$ cat config.mk
export PLATFORM = sky130hd
export DESIGN_NAME = rsml_top
export DESIGN_NICKNAME = d
export VERILOG_FILES = /design/src/rsml_pkg.sv /design/src/rsml_strap_pad.sv /design/src/rsml_cfg_reg.sv /design/src/rsml_top.sv
export SDC_FILE = /design/constraint.sdc
export NUM_CORES = 1
export LEC_CHECK = 0
export ABC_AREA = 1
export BUFFER_PORTS_ARGS = -buffer_cell sky130_fd_sc_hd__buf_2
export CORE_ASPECT_RATIO = 1.2
export CORE_MARGIN = 4
export CORE_UTILIZATION = 47
export DETAILED_ROUTE_END_ITERATION = 10
export PLACE_DENSITY = 0.77
export SLEW_MARGIN = 10
export SYNTH_ARGS = -nofsm -noshare
export SYNTH_HDL_FRONTEND = slang
export SYNTH_SLANG_ARGS = --single-unit
$ cat constraint.sdc
create_clock -name clk -period 1.7 [get_ports clk]
set_clock_uncertainty 0.2 [all_clocks]
set_input_delay 0.17 -clock clk [delete_from_list [all_inputs] [get_ports clk]]
set_output_delay 0.17 -clock clk [all_outputs]
set_load 0.02 [all_outputs]
$ cat src/rsml_pkg.sv
// package: constants and types for the reset strap mode latch
package rsml_pkg;
   // strap order on the strap pin vector
   localparam int N_STRAP   = 7;
   localparam int IDX_BOOT  = 0;
   localparam int IDX_IRQ   = 1;
   localparam int IDX_LINKW = 2;
   localparam int IDX_WPOL  = 3;
   localparam int IDX_TEST  = 4;

   // levels and pulls per pin, bit n is strap n
   localparam logic [6:0] STRAP_DEFAULT   = 7'h70;
   localparam logic [6:0] RST_PULLUP_MASK = 7'h70;
   localparam logic [6:0] RUN_PULLUP_MASK = 7'h09;

   // pin hand-back delay after the release edge
   localparam int CLK_PERIOD_PS = 25000;
   localparam int HANDOFF_NS    = 100;
   localparam int HANDOFF_CYC   = (HANDOFF_NS * 1000 + CLK_PERIOD_PS - 1) / CLK_PERIOD_PS;

   // register map, byte addresses
   localparam logic [11:0] OFF_STATUS  = 12'h000;
   localparam logic [11:0] OFF_SYS_CFG = 12'h004;
   localparam logic [11:0] OFF_SDR_CFG = 12'h008;

   // status word fields
   localparam int ST_STRAP_POS    = 0;
   localparam int ST_RUN_POS      = 8;
   localparam int ST_SYS_LOCK_POS = 9;
   localparam int ST_SDR_LOCK_POS = 10;

   localparam logic [31:0] SYS_CFG_RESET = 32'h0000_0000;
   localparam logic [31:0] SDR_CFG_RESET = 32'h0000_0000;

   localparam logic [1:0] RESP_OKAY   = 2'h0;
   localparam logic [1:0] RESP_SLVERR = 2'h2;

   typedef enum logic [1:0] {PH_RESET, PH_HANDOFF, PH_RUN} rsml_phase_t;

   typedef struct packed {
      logic       boot_wait;
      logic       irq_enable;
      logic       irq_level;
      logic       link_width_4;
      logic       cfg_always_wr;
      logic [2:0] test;
   } rsml_mode_t;

   typedef struct packed {
      logic [11:0] addr;
      logic [31:0] data;
      logic [3:0]  strb;
   } rsml_wreq_t;

   function automatic logic [31:0] rsml_merge(input logic [31:0] old, input logic [31:0] nw,
                                              input logic [3:0] strb);
      logic [31:0] r;
      r = old;
      for (int b = 0; b < 4; b++) begin
         if (strb[b]) begin
            r[b*8 +: 8] = nw[b*8 +: 8];
         end
      end
      return r;
   endfunction
endpackage

$ cat src/rsml_strap_pad.sv
// module: one strap pin, capture latch, pull control and hand-back
`timescale 1ns/10ps
module rsml_strap_pad import rsml_pkg::*; #(
   parameter logic DEF_LEVEL   = 1'b0,
   parameter logic RST_PULL_UP = 1'b0,
   parameter logic RUN_PULL_UP = 1'b0
) (
   // clock and reset
   input  wire logic clk,
   input  wire logic rst,
   // sequencing
   input  wire logic capture,
   input  wire logic handoff,
   // pad
   input  wire logic pin_i,
   output logic      pin_o,
   output logic      pin_oe,
   output logic      pull_en,
   output logic      pull_up,
   // normal function side
   input  wire logic func_o,
   input  wire logic func_oe,
   output logic      strap_q
);
   logic strap_reg;
   logic out_reg;
   logic oe_reg;

   always_ff @(posedge clk) begin
      if (rst) begin
         strap_reg <= DEF_LEVEL;
      end else if (capture) begin
         strap_reg <= pin_i;
      end
   end

   always_ff @(posedge clk) begin
      if (rst) begin
         out_reg <= 1'b0;
         oe_reg  <= 1'b0;
      end else begin
         out_reg <= func_o;
         oe_reg  <= func_oe;
      end
   end

   // gated by handoff directly so the pin lets go in the same cycle reset drops
   assign pin_oe  = handoff & oe_reg;
   assign pin_o   = out_reg;
   assign pull_en = !handoff || RUN_PULL_UP;
   assign pull_up = handoff ? RUN_PULL_UP : RST_PULL_UP;
   assign strap_q = strap_reg;
endmodule // rsml_strap_pad

$ cat src/rsml_cfg_reg.sv
// module: configuration register with optional write-once lock
`timescale 1ns/10ps
module rsml_cfg_reg import rsml_pkg::*; #(
   parameter logic [31:0] RESET_VAL = 32'h0000_0000
) (
   // clock and reset
   input  wire logic        clk,
   input  wire logic        rst,
   input  wire logic        clear,
   // policy and write
   input  wire logic        always_wr,
   input  wire logic        wr_en,
   input  wire logic [31:0] wdata,
   input  wire logic [3:0]  wstrb,
   // state
   output logic [31:0]      q,
   output logic             written,
   output logic             blocked
);
   logic [31:0] q_reg;
   logic        written_reg;

   assign blocked = written_reg && !always_wr;

   always_ff @(posedge clk) begin
      if (rst || clear) begin
         q_reg       <= RESET_VAL;
         written_reg <= 1'b0;
      end else if (wr_en && !blocked) begin
         q_reg       <= rsml_merge(q_reg, wdata, wstrb);
         written_reg <= 1'b1;
      end
   end

   assign q       = q_reg;
   assign written = written_reg;
endmodule // rsml_cfg_reg

$ cat src/rsml_top.sv
// module: reset strap mode latch with AXI4-Lite register access
`timescale 1ns/10ps
module rsml_top import rsml_pkg::*; (
   // clock and reset
   input  wire logic        clk,
   input  wire logic        rst,
   // axi4-lite write address
   input  wire logic        s_axi_awvalid,
   output logic             s_axi_awready,
   input  wire logic [11:0] s_axi_awaddr,
   input  wire logic [2:0]  s_axi_awprot,
   // axi4-lite write data
   input  wire logic        s_axi_wvalid,
   output logic             s_axi_wready,
   input  wire logic [31:0] s_axi_wdata,
   input  wire logic [3:0]  s_axi_wstrb,
   // axi4-lite write response
   output logic             s_axi_bvalid,
   input  wire logic        s_axi_bready,
   output logic [1:0]       s_axi_bresp,
   // axi4-lite read address
   input  wire logic        s_axi_arvalid,
   output logic             s_axi_arready,
   input  wire logic [11:0] s_axi_araddr,
   input  wire logic [2:0]  s_axi_arprot,
   // axi4-lite read data
   output logic             s_axi_rvalid,
   input  wire logic        s_axi_rready,
   output logic [31:0]      s_axi_rdata,
   output logic [1:0]       s_axi_rresp,
   // external reset source
   input  wire logic        rst_in_n,
   // strap pads
   input  wire logic [6:0]  pin_i,
   output logic [6:0]       pin_o,
   output logic [6:0]       pin_oe,
   output logic [6:0]       pull_en,
   output logic [6:0]       pull_up,
   // normal pin functions
   input  wire logic [6:0]  func_o,
   input  wire logic [6:0]  func_oe,
   // captured modes and config
   output rsml_mode_t       mode,
   output logic             pins_released,
   output logic [31:0]      sys_cfg,
   output logic [31:0]      sdr_cfg
);
   function automatic logic word_hit(input logic [11:0] a, input logic [11:0] off);
      return a[11:2] == off[11:2];
   endfunction

   // release edge and hand-back sequencing
   rsml_phase_t phase_reg;
   rsml_phase_t phase_next;
   logic        rst_in_q_reg;
   logic [7:0]  ho_cnt_reg;
   logic        capture;
   logic        handoff;
   logic [6:0]  straps;

   // registers and bus state
   rsml_wreq_t  wreq_reg;
   logic        aw_held_reg;
   logic        w_held_reg;
   logic        bvalid_reg;
   logic [1:0]  bresp_reg;
   logic        rvalid_reg;
   logic [31:0] rdata_reg;
   logic [1:0]  rresp_reg;
   logic        do_write;
   logic        wr_sys;
   logic        wr_sdr;
   logic        wr_ok;
   logic        rd_hit;
   logic [31:0] rd_word;
   logic [31:0] status_word;
   logic        sys_written;
   logic        sdr_written;
   logic        sys_blocked;
   logic        sdr_blocked;

   // a rise seen while reset was held high still counts, straps then stay at defaults otherwise
   assign capture = rst_in_n && !rst_in_q_reg;
   assign handoff = (phase_reg == PH_RUN) && rst_in_n;

   always_comb begin
      phase_next = phase_reg;
      unique case (phase_reg)
         PH_RESET: begin
            if (capture) begin
               phase_next = PH_HANDOFF;
            end
         end
         PH_HANDOFF: begin
            if (ho_cnt_reg == 8'(HANDOFF_CYC - 1)) begin
               phase_next = PH_RUN;
            end
         end
         PH_RUN: phase_next = PH_RUN;
      endcase
      if (!rst_in_n) begin
         phase_next = PH_RESET;
      end
   end

   always_ff @(posedge clk) begin
      if (rst) begin
         phase_reg    <= PH_RESET;
         rst_in_q_reg <= 1'b0;
         ho_cnt_reg   <= 8'h00;
      end else begin
         phase_reg    <= phase_next;
         rst_in_q_reg <= rst_in_n;
         ho_cnt_reg   <= (phase_reg == PH_HANDOFF) ? ho_cnt_reg + 8'h01 : 8'h00;
      end
   end

   genvar gi;
   generate
      for (gi = 0; gi < N_STRAP; gi++) begin : g_pad
         rsml_strap_pad #(
            .DEF_LEVEL  (STRAP_DEFAULT[gi]),
            .RST_PULL_UP(RST_PULLUP_MASK[gi]),
            .RUN_PULL_UP(RUN_PULLUP_MASK[gi])
         ) u_pad (
            .clk    (clk),
            .rst    (rst),
            .capture(capture),
            .handoff(handoff),
            .pin_i  (pin_i[gi]),
            .pin_o  (pin_o[gi]),
            .pin_oe (pin_oe[gi]),
            .pull_en(pull_en[gi]),
            .pull_up(pull_up[gi]),
            .func_o (func_o[gi]),
            .func_oe(func_oe[gi]),
            .strap_q(straps[gi])
         );
      end
   endgenerate

   // modes come from the latched straps only
   assign mode.boot_wait     = straps[IDX_BOOT];
   assign mode.irq_enable    = straps[IDX_IRQ];
   assign mode.irq_level     = straps[IDX_IRQ];
   assign mode.link_width_4  = straps[IDX_LINKW];
   assign mode.cfg_always_wr = straps[IDX_WPOL];
   assign mode.test          = straps[IDX_TEST +: 3];
   assign pins_released      = handoff;

   // write path: address and data may arrive in either order
   assign s_axi_awready = !aw_held_reg && !bvalid_reg;
   assign s_axi_wready  = !w_held_reg && !bvalid_reg;
   assign do_write      = aw_held_reg && w_held_reg;
   assign wr_sys        = do_write && word_hit(wreq_reg.addr, OFF_SYS_CFG);
   assign wr_sdr        = do_write && word_hit(wreq_reg.addr, OFF_SDR_CFG);
   assign wr_ok         = (wr_sys && !sys_blocked) || (wr_sdr && !sdr_blocked);

   always_ff @(posedge clk) begin
      if (rst) begin
         aw_held_reg <= 1'b0;
         w_held_reg  <= 1'b0;
         bvalid_reg  <= 1'b0;
         bresp_reg   <= RESP_OKAY;
         wreq_reg    <= '0;
      end else begin
         if (s_axi_awvalid && s_axi_awready) begin
            aw_held_reg   <= 1'b1;
            wreq_reg.addr <= s_axi_awaddr;
         end
         if (s_axi_wvalid && s_axi_wready) begin
            w_held_reg    <= 1'b1;
            wreq_reg.data <= s_axi_wdata;
            wreq_reg.strb <= s_axi_wstrb;
         end
         if (do_write) begin
            aw_held_reg <= 1'b0;
            w_held_reg  <= 1'b0;
            bvalid_reg  <= 1'b1;
            bresp_reg   <= wr_ok ? RESP_OKAY : RESP_SLVERR;
         end else if (bvalid_reg && s_axi_bready) begin
            bvalid_reg <= 1'b0;
         end
      end
   end

   // device reset also reopens the one-time window
   rsml_cfg_reg #(.RESET_VAL(SYS_CFG_RESET)) u_sys_cfg (
      .clk      (clk),
      .rst      (rst),
      .clear    (!rst_in_n),
      .always_wr(mode.cfg_always_wr),
      .wr_en    (wr_sys),
      .wdata    (wreq_reg.data),
      .wstrb    (wreq_reg.strb),
      .q        (sys_cfg),
      .written  (sys_written),
      .blocked  (sys_blocked)
   );

   rsml_cfg_reg #(.RESET_VAL(SDR_CFG_RESET)) u_sdr_cfg (
      .clk      (clk),
      .rst      (rst),
      .clear    (!rst_in_n),
      .always_wr(mode.cfg_always_wr),
      .wr_en    (wr_sdr),
      .wdata    (wreq_reg.data),
      .wstrb    (wreq_reg.strb),
      .q        (sdr_cfg),
      .written  (sdr_written),
      .blocked  (sdr_blocked)
   );

   assign s_axi_bvalid = bvalid_reg;
   assign s_axi_bresp  = bresp_reg;

   // read path
   always_comb begin
      status_word                  = 32'h0000_0000;
      status_word[ST_STRAP_POS +: 7] = straps;
      status_word[ST_RUN_POS]      = handoff;
      status_word[ST_SYS_LOCK_POS] = sys_blocked;
      status_word[ST_SDR_LOCK_POS] = sdr_blocked;
   end

   assign rd_hit  = word_hit(s_axi_araddr, OFF_STATUS) || word_hit(s_axi_araddr, OFF_SYS_CFG) ||
                    word_hit(s_axi_araddr, OFF_SDR_CFG);
   assign rd_word = word_hit(s_axi_araddr, OFF_STATUS)  ? status_word :
                    word_hit(s_axi_araddr, OFF_SYS_CFG) ? sys_cfg :
                    word_hit(s_axi_araddr, OFF_SDR_CFG) ? sdr_cfg : 32'h0000_0000;
   assign s_axi_arready = !rvalid_reg;

   always_ff @(posedge clk) begin
      if (rst) begin
         rvalid_reg <= 1'b0;
         rdata_reg  <= 32'h0000_0000;
         rresp_reg  <= RESP_OKAY;
      end else if (s_axi_arvalid && s_axi_arready) begin
         rvalid_reg <= 1'b1;
         rdata_reg  <= rd_word;
         rresp_reg  <= rd_hit ? RESP_OKAY : RESP_SLVERR;
      end else if (rvalid_reg && s_axi_rready) begin
         rvalid_reg <= 1'b0;
      end
   end

   assign s_axi_rvalid = rvalid_reg;
   assign s_axi_rdata  = rdata_reg;
   assign s_axi_rresp  = rresp_reg;

   // checks
   localparam int AST_HO_DLY = HANDOFF_CYC + 1;
endmodule // rsml_top

==> results of run 1 <==
## repair_timing
item,4_1_cts,5_1_grt
hold endpoints to repair,72,0
pin swaps,7,26
cloned,3,7
resized for setup,43,75
buffers inserted,5,15
hold buffers,71,0
endpoints found under the setup margin,40,76
## logic make-up after synthesis
family / after synthesis
other: 2
AO/OA/AOI/OAI: 164
buffers and inverters: 225
adder cells (fa/ha/maj): 4
flip-flops: 182
XOR/XNOR: 2
AND/OR/NAND/NOR: 511
## metal layers
metal	track usage	vias to the layer above	wire (µm)
li1	-	3948	-
met1	0.278	3574	9800
met2	0.403	245	12000
met3	0.0439	33	1260
met4	0.0756	0	428
met5	0	-	0
## Yosys cell counts, types with 2 or more instances
cell and n:
sky130_fd_sc_hd__inv_1 130, sky130_fd_sc_hd__nor2_1 228, sky130_fd_sc_hd__inv_2 4, sky130_fd_sc_hd__dfxtp_1 182, sky130_fd_sc_hd__nand3_1 60, sky130_fd_sc_hd__nor2_4 2, sky130_fd_sc_hd__nand2_2 6, sky130_fd_sc_hd__nand4_1 5
sky130_fd_sc_hd__buf_1 3, sky130_fd_sc_hd__a21oi_1 57, sky130_fd_sc_hd__buf_2 15, sky130_fd_sc_hd__nand4_4 8, sky130_fd_sc_hd__o21ai_1 14, sky130_fd_sc_hd__buf_4 38, sky130_fd_sc_hd__o21ai_0 86, sky130_fd_sc_hd__xor2_1 2
sky130_fd_sc_hd__clkbuf_1 29, sky130_fd_sc_hd__nand3b_1 2, sky130_fd_sc_hd__nand2_1 192, sky130_fd_sc_hd__o211ai_1 6, sky130_fd_sc_hd__buf_6 5, sky130_fd_sc_hd__ha_1 4, sky130_fd_sc_hd__conb_1 2, sky130_fd_sc_hd__nor3_1 2
## worst max-delay path, cell delays in order (launching register included)
cell	delay [ps]
sky130_fd_sc_hd__dfxtp_2	330
sky130_fd_sc_hd__inv_2	80
sky130_fd_sc_hd__ha_4	140
sky130_fd_sc_hd__nand2_4	70
sky130_fd_sc_hd__buf_6	140
sky130_fd_sc_hd__nor2_2	110
sky130_fd_sc_hd__buf_6	130
## where the power goes
group,internal [W],switching (W)
clock network,0.00264,0.00165
logic,0.000480,0.000602
registers,0.00442,0.000141
total,0.00754,0.00239
## path summary, 6_finish.rpt
check | cells past startpoint | endpoint | slack, ps
setup / recovery | 6 | pin_oe[2] | -100
hold / removal | 4 | rst_in_q_reg | 80
setup reg to reg | 8 | u_sdr_cfg.q[14] | -40
hold reg to reg | 1 | ho_cnt_reg[0] | 250
## per-stage QoR
stage                     hold slack [ps]  instances  utilization  setup slack (ps)  cell area [µm²]
after floorplan                      77.0       1094            -              35.3             7870
after global placement                174       1472        0.557             -46.4             9090
after detailed placement              176       1472        0.557             -77.8             9090
after CTS                            60.3       1583        0.651             -73.9            10600
after global routing                 78.7       1605        0.680              -157            11100
final                                77.1       1607        0.680              -100            11100
## area by class of cell
class	instances	area, µm²
Timing Repair Buffer	353	2600
Clock buffer	18	439
Clock inverter	14	206
Sequential cell	182	3650
Fill cell	1346	5230
Multi-Input combinational cell	692	3430
Antenna cell	2	5.00
Tap cell	212	265
Inverter	134	505
==> load_flow_metrics.sql, run 1 <==
INSERT INTO impl_metrics (metric_group, metric, value, unit) VALUES
('die', 'die_width', '126', 'µm'),
('synthesis', 'yosys-top-cells-area', 'sky130_fd_sc_hd__dfxtp_1, sky130_fd_sc_hd__nor2_1, sky130_fd_sc_hd__nand2_1', ''),
('clock_network', 'clk_root_buffer_cell', 'sky130_fd_sc_hd__clkbuf_16', ''),
('placement', 'gp_congestion', '0.868', ''),
('detailed_routing', 'routed_via_density', '4.85', ''),
('worst_setup_path', 'timing.critical_path.from_type', 'flop', ''),
('synthesis', 'synth_top_family_by_area', 'simple AND/OR/NAND/NOR gates', ''),
('die', 'row_count', '51', ''),
('sta', 'slew_violations', '0', ''),
('clock_network', 'cts.sink_count', '182', ''),
('synthesis', 'xor_xnor_fraction_of_synth_area', '0.00223', ''),
('power', 'max-vdd-ir-drop', '760', 'µV'),
('layout', 'nets', '1479', ''),
('layout', 'layout.cells.most_common', 'sky130_fd_sc_hd__nor2_1', ''),
('power', 'cellLeakagePower', '5.41', 'nW'),
('layout', 'largest_reg_flops', '46', ''),
('layout', 'mostFrequentLayoutCells', 'sky130_fd_sc_hd__nor2_1, sky130_fd_sc_hd__buf_2, sky130_fd_sc_hd__nand2_1', ''),
('worst_setup_path', 'cp_data_arrival_time', '1430', 'ps'),
('layout', 'layout-area-overhead-vs-synth', '41.5', '%'),
('synthesis', 'mux_cell_area_share_after_synthesis', '0', ''),
('sta', 'timing.fmax', '0.555', 'GHz'),
('status', 'violations', 'negative setup slack', ''),
('synthesis', 'synth_top_area_cell', 'sky130_fd_sc_hd__dfxtp_1', ''),
('synthesis', 'synthCells', '1090', ''),
('synthesis', 'synth-edff-count', '0', ''),
('power', 'power-per-cell-area', '894', 'nW/µm²'),
('worst_hold_path', 'hp-class', 'input port to flop', ''),
('sta', 'timing.setup.tns', '-1210', 'ps'),
('die', 'initial_core_util', '0.480', ''),
('die', 'die_height', '150', 'µm'),
('layout', 'drive_gt1_frac', '0.284', ''),
('power', 'finalPower', '0.00993', 'W'),
('die', 'core_area', '16300', 'µm²'),
('detailed_routing', 'route.detailed.drc', '0', ''),
('placement', 'detailed_place_hpwl', '14.7', 'mm'),
('sta', 'setup_repair_after_global_routing_missed_its_margin', 'yes', ''),
('detailed_routing', 'wire_per_inst', '14.6', 'µm'),
('status', 'outcome', 'complete, but fails checks', ''),
('synthesis', 'synth.cell_area', '7850', 'µm²'),
('detailed_routing', 'first_iter_violations', '500', ''),
('sta', 'setup_slack', '-100', 'ps'),
('synthesis', 'synth_sequential_area_ratio', '0.464', ''),
('clock_network', 'clk_path_buf_depth', '2', ''),
('detailed_routing', 'post_detailed_route_count_of_antenna_violating_nets', '0', ''),
('worst_setup_path', 'type_of_the_worst_setup_path', 'flop to output port', ''),
('global_route', 'grt_start_max_net_pins', '41', ''),
('synthesis', 'synth_compound_gate_area_share', '0.107', ''),
('worst_setup_path', 'crit_required', '1330', 'ps'),
('detailed_routing', 'route.vias.total', '7800', ''),
('synthesis', 'ys_types', '32', ''),
('worst_setup_path', 'regToRegStartpoint', 'wreq_reg[39]', ''),
('detailed_routing', 'drt-total-wl', '23.5', 'mm'),
('synthesis', 'yosysWarningCount', '0', ''),
('die', 'floorplan.io_pins', '237', ''),
('clock_network', 'clock_transition_at_path_regs', '70', 'ps'),
('synthesis', 'synth_largest_type_area_fraction', '0.464', ''),
('worst_setup_path', 'critical_path_peak_fanout', '4', ''),
('synthesis', 'fraction_of_the_mapped_netlist_area_in_adder_cells', '0.00638', ''),
('flow_run', 'maxCapViolCount', '0', ''),
('sta', 'final-setup-viol-count', '26', ''),
('global_route', 'grt_pass1_wl', '35.0', 'mm'),
('global_route', 'gr-total-overflow', '0', ''),
('global_route', 'global_route.usage.total', '0.228', ''),
('synthesis', 'yosys.area_share.simple', '0.284', ''),
('placement', 'numPortBuffers', '220', ''),
('worst_setup_path', 'startpoint', 'phase_reg[0]', ''),
('sta', 'hold_viol', '0', ''),
('sta', 'final_min_period_over_clock_period', '1.06', ''),
('global_route', 'grt_antenna_before_repair', '0', ''),
('clock_network', 'h-tree-depth', '4', ''),
('global_route', 'first_global_vias', '7148', '');
Note: power is estimated with default switching activity, not from simulation.
==> run 2, diff against run 1 <==
--- a/constraint.sdc
+++ b/constraint.sdc
@@ -4,2 +4,2 @@
 set_output_delay 0.17 -clock clk [all_outputs]
-set_load 0.02 [all_outputs]
+set_load 0.05 [all_outputs]
==> load_flow_metrics.sql, run 2 (synthesis results as in run 1) <==
INSERT INTO impl_metrics (metric_group, metric, value, unit) VALUES
('status', 'outcome', 'complete, but fails checks', ''),
('status', 'violations', 'negative setup slack', ''),
('power', 'netSwitchingPower', '0.00252', 'W'),
('global_route', 'grt_antenna_before_repair', '2', ''),
('sta', 'slew_violations', '0', ''),
('worst_setup_path', 'r2r_slack', '-50', 'ps'),
('die', 'die_height', '150', 'µm'),
('sta', 'max-slew-margin-rel', '0.616', ''),
('layout', 'largest_reg_flops', '46', ''),
('power', 'power.combinational.fraction', '0.126', ''),
('clock_network', 'numCtsBuffers', '17', ''),
('worst_setup_path', 'timing.critical_path.cells', 'inv_2 -> ha_4 -> nand2_8 -> nor2_4 -> buf_6', ''),
('detailed_routing', 'drt-total-wl', '25.1', 'mm'),
('layout', 'nets', '1478', ''),
('layout', 'layout-area-overhead-vs-synth', '43.8', '%'),
('sta', 'final-setup-viol-count', '37', ''),
('global_route', 'grt_pass1_wl', '38.1', 'mm'),
('power', 'share_of_power_burned_in_the_clock_network', '0.405', ''),
('die', 'initial_core_util', '0.480', ''),
('worst_setup_path', 'cp_data_arrival_time', '1460', 'ps'),
('worst_setup_path', 'type_of_the_worst_setup_path', 'flop to output port', ''),
('global_route', 'gr-total-overflow', '0', ''),
('sta', 'setup_repair_after_global_routing_missed_its_margin', 'yes', ''),
('die', 'fp.dieArea', '18800', 'µm²'),
('worst_hold_path', 'hp-class', 'input port to flop', ''),
('detailed_routing', 'route.vias.total', '8040', ''),
('power', 'max-vdd-ir-drop', '691', 'µV'),
('worst_setup_path', 'critPathCaptureType', 'output port', ''),
('sta', 'hold_viol', '0', ''),
('detailed_routing', 'post_detailed_route_count_of_antenna_violating_nets', '0', ''),
('clock_network', 'cts.sink_count', '182', ''),
('power', 'power-per-cell-area', '862', 'nW/µm²'),
('power', 'internal-power', '0.00721', 'W'),
('global_route', 'first_global_vias', '7624', ''),
('detailed_routing', 'first_iter_violations', '606', ''),
('sta', 'tightestPinTransition', '576', 'ps'),
('detailed_routing', 'routed_via_density', '5.01', ''),
('layout', 'mostFrequentLayoutCells', 'sky130_fd_sc_hd__nor2_1, sky130_fd_sc_hd__buf_2, sky130_fd_sc_hd__dfxtp_1', ''),
('sta', 'timing.setup.tns', '-1950', 'ps'),
('worst_setup_path', 'crit_required', '1330', 'ps'),
('clock_network', 'h-tree-depth', '4', ''),
('layout', 'final-instance-count-excl-fill', '1605', ''),
('worst_setup_path', 'path_buf_inv', '2', ''),
('global_route', 'global_route.usage.total', '0.253', ''),
('clock_network', 'clk_root_buffer_cell', 'sky130_fd_sc_hd__clkbuf_16', ''),
('die', 'core_area', '16300', 'µm²'),
('worst_setup_path', 'worst_path_dominant_cell_family', 'flip-flops', ''),
('sta', 'finalHoldWorstSlack', '24.1', 'ps'),
('detailed_routing', 'wire_per_inst', '15.6', 'µm'),
('clock_network', 'tritoncts_clock_tree', 'yes', ''),
('sta', 'setup_slack', '-134', 'ps'),
('placement', 'numPortBuffers', '220', ''),
('worst_setup_path', 'timing.critical_path.from_type', 'flop', ''),
('worst_setup_path', 'slowest_delay', '320', 'ps'),
('detailed_routing', 'drt_pre_antenna_iters', '6', ''),
('worst_setup_path', 'critical-path-slowest-cell', 'sky130_fd_sc_hd__dfxtp_2', ''),
('clock_network', 'clk_path_buf_depth', '2', ''),
('worst_setup_path', 'critical_path_peak_fanout', '8', ''),
('die', 'floorplan.io_pins', '237', ''),
('placement', 'preCtsSetupSlack', '-109', 'ps'),
('sta', 'shortest_period_the_worst_path_allows', '1830', 'ps'),
('die', 'row_count', '51', ''),
('power', 'power.switching_fraction', '0.259', ''),
('layout', 'utilization', '0.691', ''),
('clock_network', 'clkLatencyLatePin', '430', 'ps'),
('power', 'seq_power_share', '0.469', ''),
('detailed_routing', 'route.detailed.drc', '0', ''),
('sta', 'timing.fmax', '0.545', 'GHz'),
('placement', 'gp_congestion', '0.830', ''),
('placement', 'detailed_place_hpwl', '14.7', 'mm'),
('power', 'cellLeakagePower', '5.42', 'nW'),
('placement', 'post-place-cells', '1469', ''),
('die', 'die_width', '126', 'µm'),
('global_route', 'grt_start_max_net_pins', '49', ''),
('clock_network', 'clock_transition_at_path_regs', '60', 'ps'),
('flow_run', 'maxCapViolCount', '0', ''),
('sta', 'final_min_period_over_clock_period', '1.08', ''),
('layout', 'drive_gt1_frac', '0.299', '');
[run 2: cell types whose count changed in the layout (fill, tap and decap cells not counted), moves of 5 or more]
cell,change
sky130_fd_sc_hd__nand2_1,-12
sky130_fd_sc_hd__nor2_1,-9
sky130_fd_sc_hd__nand2_2,+8
sky130_fd_sc_hd__o21ai_0,-8
sky130_fd_sc_hd__buf_4,-7
sky130_fd_sc_hd__nor2_2,+6
sky130_fd_sc_hd__buf_12,+5
sky130_fd_sc_hd__buf_6,-5
sky130_fd_sc_hd__o21ai_1,+5
[run 2: final cells by class]
class	instances	area, µm²
Antenna cell	2	5.00
Clock buffer	24	492
Clock inverter	7	95.1
Fill cell	1273	5050
Inverter	134	510
Multi-Input combinational cell	694	3600
Sequential cell	182	3660
Tap cell	212	265
Timing Repair Buffer	350	2660
[run 2: worst min-delay path, stage by stage]
cell	delay [ps]
sky130_fd_sc_hd__buf_2	140
sky130_fd_sc_hd__nand4_1	100
sky130_fd_sc_hd__nand2_1	80
sky130_fd_sc_hd__nand2_1	60
sky130_fd_sc_hd__a21oi_1	50
[run 2: timing repair]
item	4_1_cts	5_1_grt
gates cloned	6	3
buffers inserted	10	13
gates resized for setup	64	90
hold buffers	72	0
endpoints found under the setup margin	51	80
pin swaps	10	29
endpoints found under the hold margin	73	0
[run 2: layer usage]
metal	GRT usage	wire length, µm	vias to the layer above
li1	-	-	3954
met1	0.295	9800	3714
met2	0.449	13000	313
met3	0.0511	1610	59
met4	0.107	716	0
met5	0	0	-
[run 2: stage by stage]
step	total power [W]	cell area (µm²)
floorplan	0.00527	7910
global placement	0.00559	9150
detailed placement	0.00560	9150
CTS	0.00969	10900
global route	0.0101	11300
finish	0.00973	11300
[run 2: final timing paths]
kind / depth (start not counted) / end / startpoint
min reg2reg: 2 / u_sys_cfg.q[4] / u_sys_cfg.q[4]
min: 5 / s_axi_rdata[2] / s_axi_araddr[3]
max reg2reg: 9 / u_sdr_cfg.q[16] / wreq_reg[43]
max: 5 / pin_oe[2] / phase_reg[0]
[run 2: power by group through the flow]
stage | Combinational, W | Sequential (W) | Clock (W)
floorplan | 0.000646 | 0.00462 | 0
global placement | 0.000973 | 0.00461 | 0
detailed placement | 0.000985 | 0.00462 | 0
CTS | 0.00117 | 0.00453 | 0.00399
global route | 0.00133 | 0.00458 | 0.00418
finish | 0.00123 | 0.00456 | 0.00394
